`src/verilog/ssd_pkg.sv`:
```
// ssd_pkg: constants and types shared by the step sequencer drum files.
// assumes a 10 MHz system clock and AHB-Lite word access to the registers.
package ssd_pkg;
  localparam int unsigned STEPS         = 16;
  localparam int unsigned OUTS          = 16;
  localparam int unsigned CW            = 16;
  localparam int unsigned SW            = 5;
  localparam int unsigned IW            = 4;
  localparam int unsigned AW            = 12;
  localparam int unsigned SYNC_N        = 3;
  // hundredth-second tick
  localparam int unsigned TICK_US       = 10000;
  localparam int unsigned CLK_PERIOD_NS = 100;
  localparam int unsigned TICK_CYCLES   = TICK_US * 1000 / CLK_PERIOD_NS;
  // single registers
  localparam logic [AW-1:0] OFS_CTRL    = 12'h000;
  localparam logic [AW-1:0] OFS_STATUS  = 12'h004;
  localparam logic [AW-1:0] OFS_CIS     = 12'h008;
  localparam logic [AW-1:0] OFS_TMR     = 12'h00C;
  localparam logic [AW-1:0] OFS_PRESET  = 12'h010;
  localparam logic [AW-1:0] OFS_CUR     = 12'h014;
  localparam logic [AW-1:0] OFS_TBASE   = 12'h018;
  localparam logic [AW-1:0] OFS_LAST    = 12'h01C;
  localparam logic [AW-1:0] OFS_OUT     = 12'h020;
  // per-step tables, 16 words each
  localparam logic [AW-1:0] TAB_PAT     = 12'h040;
  localparam logic [AW-1:0] TAB_CNT     = 12'h080;
  localparam logic [AW-1:0] TAB_EVT     = 12'h0C0;
  localparam logic [AW-1:0] TAB_MSK     = 12'h100;
  localparam int unsigned   TAB_LSB     = 6;
  localparam int unsigned   IX_LSB      = 2;
  // field positions
  localparam int unsigned CTRL_START    = 0;
  localparam int unsigned CTRL_JOG      = 1;
  localparam int unsigned CTRL_RESET    = 2;
  localparam int unsigned CTRL_RETAIN   = 3;
  localparam int unsigned STAT_DONE     = 0;
  localparam int unsigned STAT_RUN      = 1;
  localparam int unsigned EVT_EN        = 4;
  // reset values
  localparam logic [SW-1:0] STEP_FIRST  = 5'h01;
  localparam logic [SW-1:0] STEP_LAST   = 5'h10;
  localparam logic          RETAIN_RST  = 1'h1;
  localparam logic [CW-1:0] TBASE_RST   = 16'h0001;
  localparam logic [1:0]    HTRANS_NSEQ = 2'h2;

  typedef enum {
    SSD_TIMED, SSD_TIME_EVENT, SSD_MASKED_BITS, SSD_MASKED_WORD
  } ssd_variant_t;
endpackage : ssd_pkg

```
`src/verilog/ssd_timer_if.sv`:
```
// ssd_timer_if: link between the sequencer core and its step timer.
// assumes both ends sit on clk_sys.
`timescale 1ns/10ps
`default_nettype none
interface ssd_timer_if;
  import ssd_pkg::*;
  logic          clk_en;
  logic          tick_run;
  logic          clear;
  logic [CW-1:0] timebase;
  logic [CW-1:0] cis;
  logic [CW-1:0] tmr;
  modport seq (output clk_en, tick_run, clear, timebase, input cis, tmr);
  modport tmr_end (input clk_en, tick_run, clear, timebase,
                   output cis, tmr);
endinterface : ssd_timer_if
`default_nettype wire

```
`src/verilog/ssd_sequencer.sv`:
```
// ssd_sequencer: 16-step, 16-output step sequencer drum, AHB-Lite slave.
// assumes one clock, pins synchronised here, ladder drives ctrl register.
// How it works
// start acts only with reset off; runs timer or waits for event
// start off with reset off freezes step, timer and outputs
// each jog rising edge advances one step, start on or off
// the purely timed variant has no jog
// reset beats start; holds preset step, no timing, no events
// preset step 1..16, entered on reset and on non-retentive run entry
// each step has its own count target, optional on event variants
// each step has its own selectable event, optional on event variants
// four status counters: count, timer, preset, current step
// outputs written whenever run mode is on, preset pattern at non-retentive entry
// non-retentive entry zeroes counts, sets steps to preset
// retentive entry keeps all four counters
// retentive is the default
// only the two masked variants apply the write mask
// masked variants use one 16-bit mask word per step
// mask bit 1 writes pattern bit, 0 keeps output as is
// last step done sets done flag, step stays at last
// reset clears done flag and forces preset step
// jog clears the timer; with start on the new step runs at once
// jog in the last step moves to drum complete
// timer counts only while event true; target reached moves on
// step time is hundredth times timebase times count target
// when complete, start and jog are ignored until reset or non-retentive entry
// step logic and outputs are evaluated once per scan tick
// timer counts hundredths; count in step bumps at timebase
//
// Our own choices: the address map and the AHB-Lite slave port.
`timescale 1ns/10ps
`default_nettype none
module ssd_sequencer #(
  parameter ssd_pkg::ssd_variant_t VARIANT = ssd_pkg::SSD_MASKED_WORD,
  parameter int unsigned           TICK_N  = ssd_pkg::TICK_CYCLES
) (
  input  wire logic                   clk_sys,
  input  wire logic                   reset,
  input  wire logic                   clk_en,
  input  wire logic                   scan_tick,
  input  wire logic                   run_mode_pin,
  input  wire logic [ssd_pkg::OUTS-1:0] event_pin,
  input  wire logic                   hsel,
  input  wire logic [31:0]            haddr,
  input  wire logic [1:0]             htrans,
  input  wire logic                   hwrite,
  input  wire logic [2:0]             hsize,
  input  wire logic [31:0]            hwdata,
  input  wire logic                   hready,
  output logic                        hreadyout,
  output logic                        hresp,
  output logic [31:0]                 hrdata,
  output logic [ssd_pkg::OUTS-1:0]    out_image,
  output logic                        cycle_done_flag
);
  import ssd_pkg::*;
  localparam logic HAS_EVENT = (VARIANT != SSD_TIMED);
  localparam logic MASKED    = (VARIANT == SSD_MASKED_BITS) ||
                               (VARIANT == SSD_MASKED_WORD);

  ssd_timer_if tif ();

  // pin synchronisers, change accepted when stages 2 and 3 agree
  localparam int unsigned NPIN = OUTS + 1;
  wire  [NPIN-1:0] pin_raw;
  logic [NPIN-1:0] filt_q;
  assign pin_raw = {run_mode_pin, event_pin};
  for (genvar p = 0; p < NPIN; p++) begin : g_sync
    logic [SYNC_N-1:0] s_q;
    always_ff @(posedge clk_sys or posedge reset) begin
      if (reset) begin
        s_q       <= '0;
        filt_q[p] <= 1'h0;
      end else if (clk_en) begin
        s_q <= {s_q[SYNC_N-2:0], pin_raw[p]};
        if (s_q[1] == s_q[2]) begin
          filt_q[p] <= s_q[2];
        end
      end
    end
  end
  wire            run_f;
  wire [OUTS-1:0] ev_f;
  assign run_f = filt_q[OUTS];
  assign ev_f  = filt_q[OUTS-1:0];

  // registers
  logic [3:0]    ctrl_q;
  logic [SW-1:0] preset_q;
  logic [SW-1:0] cur_q;
  logic [SW-1:0] last_q;
  logic [CW-1:0] tbase_q;
  logic          done_q;
  logic          jog_prev_q;
  logic          run_seen_q;
  logic          tick_run_q;
  logic [OUTS-1:0] out_q;
  logic [OUTS-1:0] pat_q [STEPS];
  logic [CW-1:0]   cnt_q [STEPS];
  logic [EVT_EN:0] evt_q [STEPS];
  logic [OUTS-1:0] msk_q [STEPS];

  // bus slave: address phase capture, write in data phase
  logic          wr_pend_q;
  logic [AW-1:0] waddr_q;
  logic [31:0]   hrdata_q;
  wire           take;
  wire  [AW-1:0] a_now;
  assign take      = clk_en && hsel && hready && (htrans == HTRANS_NSEQ);
  assign a_now     = haddr[AW-1:0];
  assign hreadyout = clk_en;
  assign hresp     = 1'h0;
  assign hrdata    = hrdata_q;

  // read decode
  wire [IW-1:0] r_ix;
  wire          r_pat;
  wire          r_cnt;
  wire          r_evt;
  wire          r_msk;
  wire [CW-1:0] rd_word;
  assign r_ix  = a_now[IX_LSB +: IW];
  assign r_pat = a_now[AW-1:TAB_LSB] == TAB_PAT[AW-1:TAB_LSB];
  assign r_cnt = a_now[AW-1:TAB_LSB] == TAB_CNT[AW-1:TAB_LSB];
  assign r_evt = a_now[AW-1:TAB_LSB] == TAB_EVT[AW-1:TAB_LSB];
  assign r_msk = MASKED && a_now[AW-1:TAB_LSB] == TAB_MSK[AW-1:TAB_LSB];
  assign rd_word =
    (a_now == OFS_CTRL)   ? CW'(ctrl_q) :
    (a_now == OFS_STATUS) ? CW'({run_f, done_q}) :
    (a_now == OFS_CIS)    ? tif.cis :
    (a_now == OFS_TMR)    ? tif.tmr :
    (a_now == OFS_PRESET) ? CW'(preset_q) :
    (a_now == OFS_CUR)    ? CW'(cur_q) :
    (a_now == OFS_TBASE)  ? tbase_q :
    (a_now == OFS_LAST)   ? CW'(last_q) :
    (a_now == OFS_OUT)    ? out_q :
    r_pat ? pat_q[r_ix] :
    r_cnt ? cnt_q[r_ix] :
    r_evt ? CW'(evt_q[r_ix]) :
    r_msk ? msk_q[r_ix] : '0;

  // write decode
  wire [IW-1:0] w_ix;
  wire          w_en;
  wire [SW-1:0] w_step;
  wire          w_step_ok;
  wire          w_ctrl;
  wire          w_preset;
  wire          w_cur;
  assign w_en      = wr_pend_q && clk_en;
  assign w_ix      = waddr_q[IX_LSB +: IW];
  assign w_step    = hwdata[SW-1:0];
  assign w_step_ok = (hwdata[CW-1:0] >= CW'(STEP_FIRST)) &&
                     (hwdata[CW-1:0] <= CW'(STEP_LAST));
  assign w_ctrl    = w_en && waddr_q == OFS_CTRL;
  assign w_preset  = w_en && waddr_q == OFS_PRESET && w_step_ok;
  assign w_cur     = w_en && waddr_q == OFS_CUR && w_step_ok;

  always_ff @(posedge clk_sys or posedge reset) begin
    if (reset) begin
      wr_pend_q <= 1'h0;
      waddr_q   <= '0;
      hrdata_q  <= '0;
    end else if (clk_en) begin
      wr_pend_q <= take && hwrite;
      if (take) begin
        waddr_q  <= a_now;
        hrdata_q <= {16'h0000, rd_word};
      end
    end
  end

  always_ff @(posedge clk_sys or posedge reset) begin
    if (reset) begin
      ctrl_q  <= {RETAIN_RST, 3'h0};
      tbase_q <= TBASE_RST;
      last_q  <= STEP_LAST;
    end else if (w_en) begin
      if (waddr_q == OFS_CTRL) ctrl_q <= hwdata[3:0];
      if (waddr_q == OFS_TBASE) tbase_q <= hwdata[CW-1:0];
      if (waddr_q == OFS_LAST && w_step_ok) last_q <= w_step;
    end
  end

  // per-step tables, one word per step
  for (genvar s = 0; s < STEPS; s++) begin : g_tab
    wire hit;
    assign hit = w_en && w_ix == IW'(s);
    always_ff @(posedge clk_sys or posedge reset) begin
      if (reset) begin
        pat_q[s] <= '0;
        cnt_q[s] <= '0;
        evt_q[s] <= '0;
        msk_q[s] <= '1;
      end else if (hit) begin
        if (waddr_q[AW-1:TAB_LSB] == TAB_PAT[AW-1:TAB_LSB])
          pat_q[s] <= hwdata[OUTS-1:0];
        if (waddr_q[AW-1:TAB_LSB] == TAB_CNT[AW-1:TAB_LSB])
          cnt_q[s] <= hwdata[CW-1:0];
        if (waddr_q[AW-1:TAB_LSB] == TAB_EVT[AW-1:TAB_LSB])
          evt_q[s] <= hwdata[EVT_EN:0];
        if (waddr_q[AW-1:TAB_LSB] == TAB_MSK[AW-1:TAB_LSB])
          msk_q[s] <= hwdata[OUTS-1:0];
      end
    end
  end

  // step evaluation
  wire          step_en;
  wire          entry;
  wire          start_c;
  wire          rst_c;
  wire          retain;
  wire [SW-1:0] cur_m1;
  wire [IW-1:0] cur_ix;
  wire          has_count;
  wire          ev_on;
  wire          ev_ok;
  wire          step_met;
  wire          jog_rise;
  wire          at_last;
  assign step_en   = clk_en && scan_tick;
  assign entry     = run_f && !run_seen_q;
  assign start_c   = ctrl_q[CTRL_START];
  assign rst_c     = ctrl_q[CTRL_RESET];
  assign retain    = ctrl_q[CTRL_RETAIN];
  assign cur_m1    = cur_q - STEP_FIRST;
  assign cur_ix    = cur_m1[IW-1:0];
  assign has_count = cnt_q[cur_ix] != '0;
  assign ev_on     = HAS_EVENT && evt_q[cur_ix][EVT_EN];
  assign ev_ok     = !ev_on || ev_f[evt_q[cur_ix][IW-1:0]];
  assign step_met  = start_c && ev_ok &&
                     (!has_count || tif.cis >= cnt_q[cur_ix]);
  assign jog_rise  = HAS_EVENT && ctrl_q[CTRL_JOG] && !jog_prev_q;
  assign at_last   = cur_q >= last_q;

  logic [SW-1:0] cur_d;
  logic          done_d;
  logic          clr_d;
  always_comb begin
    cur_d  = cur_q;
    done_d = done_q;
    clr_d  = 1'h0;
    if (entry) begin
      if (!retain) begin
        cur_d  = preset_q;
        done_d = 1'h0;
        clr_d  = 1'h1;
      end
    end else if (!run_f) begin
      cur_d = cur_q;
    end else if (rst_c) begin
      cur_d  = preset_q;
      done_d = 1'h0;
      clr_d  = 1'h1;
    end else if (!done_q && (jog_rise || step_met)) begin
      clr_d = 1'h1;
      if (at_last) begin
        done_d = 1'h1;
      end else begin
        cur_d = cur_q + 1'h1;
      end
    end
  end

  // timer runs only while start, event and target all allow it
  wire tick_run_d;
  assign tick_run_d = run_f && !entry && !rst_c && !done_d && start_c &&
                      ev_ok && has_count;

  always_ff @(posedge clk_sys or posedge reset) begin
    if (reset) begin
      cur_q      <= STEP_FIRST;
      preset_q   <= STEP_FIRST;
      done_q     <= 1'h0;
      jog_prev_q <= 1'h0;
      run_seen_q <= 1'h0;
      tick_run_q <= 1'h0;
    end else if (clk_en) begin
      if (scan_tick) begin
        cur_q      <= cur_d;
        done_q     <= done_d;
        jog_prev_q <= ctrl_q[CTRL_JOG];
        run_seen_q <= run_f;
        tick_run_q <= tick_run_d;
      end
      if (w_cur) cur_q <= w_step;
      if (w_preset) preset_q <= w_step;
    end
  end

  assign tif.clk_en   = clk_en;
  assign tif.tick_run = tick_run_q;
  assign tif.clear    = step_en && clr_d;
  assign tif.timebase = tbase_q;

  ssd_step_timer #(.TICK_N(TICK_N)) u_timer (
    .clk_sys (clk_sys),
    .reset   (reset),
    .tif     (tif)
  );

  // output image, masked write per bit
  wire [SW-1:0]   nxt_m1;
  wire [IW-1:0]   nxt_ix;
  wire [OUTS-1:0] wmask;
  wire [OUTS-1:0] out_d;
  assign nxt_m1 = cur_d - STEP_FIRST;
  assign nxt_ix = nxt_m1[IW-1:0];
  assign wmask  = MASKED ? msk_q[nxt_ix] : '1;
  for (genvar b = 0; b < OUTS; b++) begin : g_out
    assign out_d[b] = wmask[b] ? pat_q[nxt_ix][b] : out_q[b];
  end

  always_ff @(posedge clk_sys or posedge reset) begin
    if (reset) begin
      out_q <= '0;
    end else if (step_en && run_f) begin
      out_q <= out_d;
    end
  end
  assign out_image       = out_q;
  assign cycle_done_flag = done_q;

  wire quiet;
  assign quiet = step_en && run_f && !entry && !w_cur && !w_preset;
endmodule : ssd_sequencer
`default_nettype wire

```
`src/verilog/ssd_step_timer.sv`:
```
// ssd_step_timer: hundredth-second prescaler, timer value, count in step.
// assumes the core holds tick_run as a level and pulses clear.
`timescale 1ns/10ps
`default_nettype none
module ssd_step_timer #(
  parameter int unsigned TICK_N = ssd_pkg::TICK_CYCLES
) (
  input  wire logic   clk_sys,
  input  wire logic   reset,
  ssd_timer_if.tmr_end tif
);
  import ssd_pkg::*;
  localparam int unsigned PW = $clog2(TICK_N);

  logic [PW-1:0] pre_q;
  logic [CW-1:0] tmr_q;
  logic [CW-1:0] cis_q;
  wire           tick;
  wire  [CW:0]   tmr_inc;
  wire           wrap;

  assign tick    = (pre_q == PW'(TICK_N - 1));
  assign tmr_inc = {1'h0, tmr_q} + 17'h00001;
  assign wrap    = (tmr_inc >= {1'h0, tif.timebase});
  assign tif.cis = cis_q;
  assign tif.tmr = tmr_q;

  always_ff @(posedge clk_sys or posedge reset) begin
    if (reset) begin
      pre_q <= '0;
    end else if (tif.clk_en) begin
      pre_q <= tick ? '0 : pre_q + 1'h1;
    end
  end

  // timer in hundredths, count in step on each timebase wrap
  always_ff @(posedge clk_sys or posedge reset) begin
    if (reset) begin
      tmr_q <= '0;
      cis_q <= '0;
    end else if (tif.clk_en) begin
      if (tif.clear) begin
        tmr_q <= '0;
        cis_q <= '0;
      end else if (tick && tif.tick_run) begin
        tmr_q <= wrap ? '0 : tmr_inc[CW-1:0];
        cis_q <= wrap ? cis_q + 1'h1 : cis_q;
      end
    end
  end
endmodule : ssd_step_timer
`default_nettype wire

```
`config.mk`:
```
export PLATFORM = sky130hd
export DESIGN_NAME = ssd_sequencer
export DESIGN_NICKNAME = d
export VERILOG_FILES = /design/src/verilog/ssd_pkg.sv /design/src/verilog/ssd_timer_if.sv /design/src/verilog/ssd_sequencer.sv /design/src/verilog/ssd_step_timer.sv
export SDC_FILE = /design/constraint.sdc
export NUM_CORES = 2
export LEC_CHECK = 0
export BUFFER_PORTS_ARGS = -buffer_cell sky130_fd_sc_hd__buf_2
export CAP_MARGIN = 20
export CORE_MARGIN = 3
export CORE_UTILIZATION = 31
export DETAILED_ROUTE_END_ITERATION = 8
export SLEW_MARGIN = 0
export SYNTH_ARGS = -nofsm -noshare
export SYNTH_HDL_FRONTEND = slang
export SYNTH_HIERARCHICAL = 1
export SYNTH_SLANG_ARGS = --single-unit
```
`constraint.sdc`:
```
create_clock -name clk_sys -period 40.9 [get_ports clk_sys]
set_input_delay 8.18 -clock clk_sys [delete_from_list [all_inputs] [get_ports clk_sys]]
set_output_delay 8.18 -clock clk_sys [all_outputs]
set_load 0.05 [all_outputs]
```
==> out/metrics.cfg <==
[run_status]
outcome=finished clean

[critical_path]
crit_path_end_kind=primary output
worst-path-max-fanout=15
cp_slowest_cell=buf_2
max_stage_delay_ps=320
worstPathArrival_ps=8740
crit_type=in2out
cp.required_ps=32720
crit_family=buffers and inverters
crit_chain=buf_4, buf_2
crit_cells=2
reg2regPathDepth=34
path_buf_inv=2
start_kind=input pin

[clock_network]
cts_max_level=3
cts_resized=0
clkTransAtPathRegs_ps=50
cts_made_buffers=117
cts_tree=built
cts.hold.buffers_added=0
cts_num_sinks=1049
clock-root-buffer=clkbuf_16
post_cts.repair.setup_buffers=0
cts_max_path_buffers=3
clk-insertion-delay-late_ps=740

[synthesis]
synth_fa_ha_area_share_pct=0.9430
synth_mux_area_share_pct=35.73
yosysTopAreaCellShare_pct=34.56
ys_ff_latch=1049
yosys.area.top_type=dfrtp_1
syn-instance-count=4414
synth_cell_type_count=87
synth_xor_area_share_pct=0.5351
synth_edf_count=0
synth_compound_area_share_pct=5.616
synth-simple-area-share_pct=7.393
seq_area_frac_synth_pct=46.58
synth_top_family_by_area=multiplexers
synthTopCellsByArea=dfrtp_1 (35%), mux2_2 (19%), mux4_2 (13%)
ys.flop_type=dfrtp_1
syn_area_per_cell_um2=12.93
ys_async_sr_fraction_pct=100.0
syn_area_um2=57050
yosys_warnings=6

[timing]
clock.fmax_mhz=59.11
fin_crit_sh_pct=41.36
fin_worst_skew_ps=25.29
fin_ws_ps=23980
slew_viol_final=0
rsz0062_at_grt=false
finalSetupViolCount=0
tightest_slew_ps=1287
slew_headroom_pct=14.21
hold_viol=0
fin_crit_ps=16920
tns_ps=0

[pwr]
vdd_drop_max_v=0.0001311
p_int_w=0.002008
p_leak_nw=27.71
power.switching_w=0.001102
p_comb_share_pct=29.0
p_sw_share_pct=35.44
seq_power_share_pct=35.9
clock_power_share_pct=35.0
p_per_area_nw_per_um2=48.45
p_total_w=0.003110

[route]
routed_wl_um=180200
wl_per_cell_um=26.07
dr.pass1.iters=6
postRouteAntennaNets=0
vias=38890
drc=0
drt-vias-per-instance=5.626
drt_iter0_drc=3868

[floorplan]
initial_core_util_pct=31.36
ioPinCount=144
die-area_um2=189200
core-area_um2=181900
die_height_um=435
die-width_um=435
rows=156

[global_route]
grt_pass1_vias=38810
grt_antenna_before_repair=6
grt_usage_pct=18.58
grt_start_max_net_pins=169
overflow=0
grt_pass1_wl_um=266100

[flow_run]
cap_violations=0

[cells_and_area]
final_util_pct=35.29
fillers=17580
finalNonFillerCells=6913
final_cell_mix=mux2_2 (953), dfrtp_1 (788), nand2_1 (453)
final_common_cell=mux2_2
layout-drive-gt1-share_pct=45.05
syn2layout_area_growth_pct=12.52
nets=4503

[min_path]
min_path_type=reg2reg
hold_depth=2

[place]
dp.cells=6693
dp_slack_ps=23980
gp_congestion=0.9037
port_buffers=87
hpwlAfterDp_um=110600

[cells by family (layout without fill, tap and decap cells)]
group           count (synthesis)  count (layout)
xor+xnor                       34              34
fa+ha+maj                      43              43
flops                        1049            1049
simple gates                  914             914
mux                          1496            1496
compound gates                442             442
other cells                     1              19
buf+inv                       435             467
[worst reg2reg max path: cells and delay by family (launching register included)]
kind / cells / cell delay, ps
multiplexers: 6 / 1910
buffers and inverters: 8 / 4180
AND/OR/NAND/NOR: 6 / 1380
AO/OA/AOI/OAI: 10 / 2060
XOR/XNOR: 1 / 150
adder cells (fa/ha/maj): 3 / 800
flip-flops: 1 / 820
[final cells by class]
type,instances,area (um^2),area share [%]
Inverter,50,195.2,0.3041
Clock inverter,27,322.8,0.5029
Sequential cell,1049,26580,41.41
Multi-Input combinational cell,2946,28960,45.11
Clock buffer,187,3679,5.730
Timing Repair Buffer,203,1390,2.165
Tap cell,2449,3064,4.773
Antenna cell,2,5.005,0.007796
[sequential cells by signal, indices dropped and copies added, names as in the netlist, 17 cells and up]
register	flops
cnt_q	256
msk_q	256
pat_q	256
evt_q	80
g_sync.s_q	51
u_timer/pre_q	17
[synth_stat cells, drive strengths merged, types with 15 or more instances]
library cell and count:
a21oi 111, a22oi 41, a31oi 15, a32o 15
a32oi 56, and3 16, buf 120, clkbuf 265
dfrtp 788, dfstp 261, ha 43, inv 48
mux2 969, mux2i 192, mux4 335, nand2 455
nand2b 42, nand3 70, nand4 31, nor2 138
nor3 42, nor3b 23, nor4 26, o21ai 65
xnor2 17, xor2 17
[metal layers]
layer | up-vias | global-route usage [%] | part of all wire [%]
met4 | 2 | 7.645 | 4.2
li1 | 16440 | - | -
met2 | 1511 | 29.65 | 47
met5 | - | 0 | 0.0072
met3 | 347 | 3.320 | 7.0
met1 | 20600 | 24.94 | 42
[path summary, 6_finish.rpt]
path | start | end | slack [ps]
max | clk_en | hreadyout | 23980
min | hrdata[14] | hrdata[14] | 470
max reg2reg | cur_q[0] | out_image[4] | 29490
min reg2reg | hrdata[14] | hrdata[14] | 470
max in group asynchronous | reset | cnt_q[168] | 30020
min in group asynchronous | reset | hrdata[8] | 7660
[power groups by stage]
stage	clock network [W]	logic, W	registers (W)
final	0.00109	0.000902	0.00112
after global routing	0.00115	0.000950	0.00112
after CTS	0.00111	0.000893	0.00112
after detailed placement	0	0.000892	0.00114
after global placement	0	0.000885	0.00113
after floorplan	0	0.000588	0.00113
[through the flow]
stage | hold WS (ps) | cell area [um^2]
after floorplan | 446.4 | 57110
after global placement | 466.0 | 60130
after detailed placement | 469.6 | 60140
after CTS | 481.9 | 64140
after global routing | 497.2 | 64190
final | 474.9 | 64190
(Power assumes the default switching activity.)
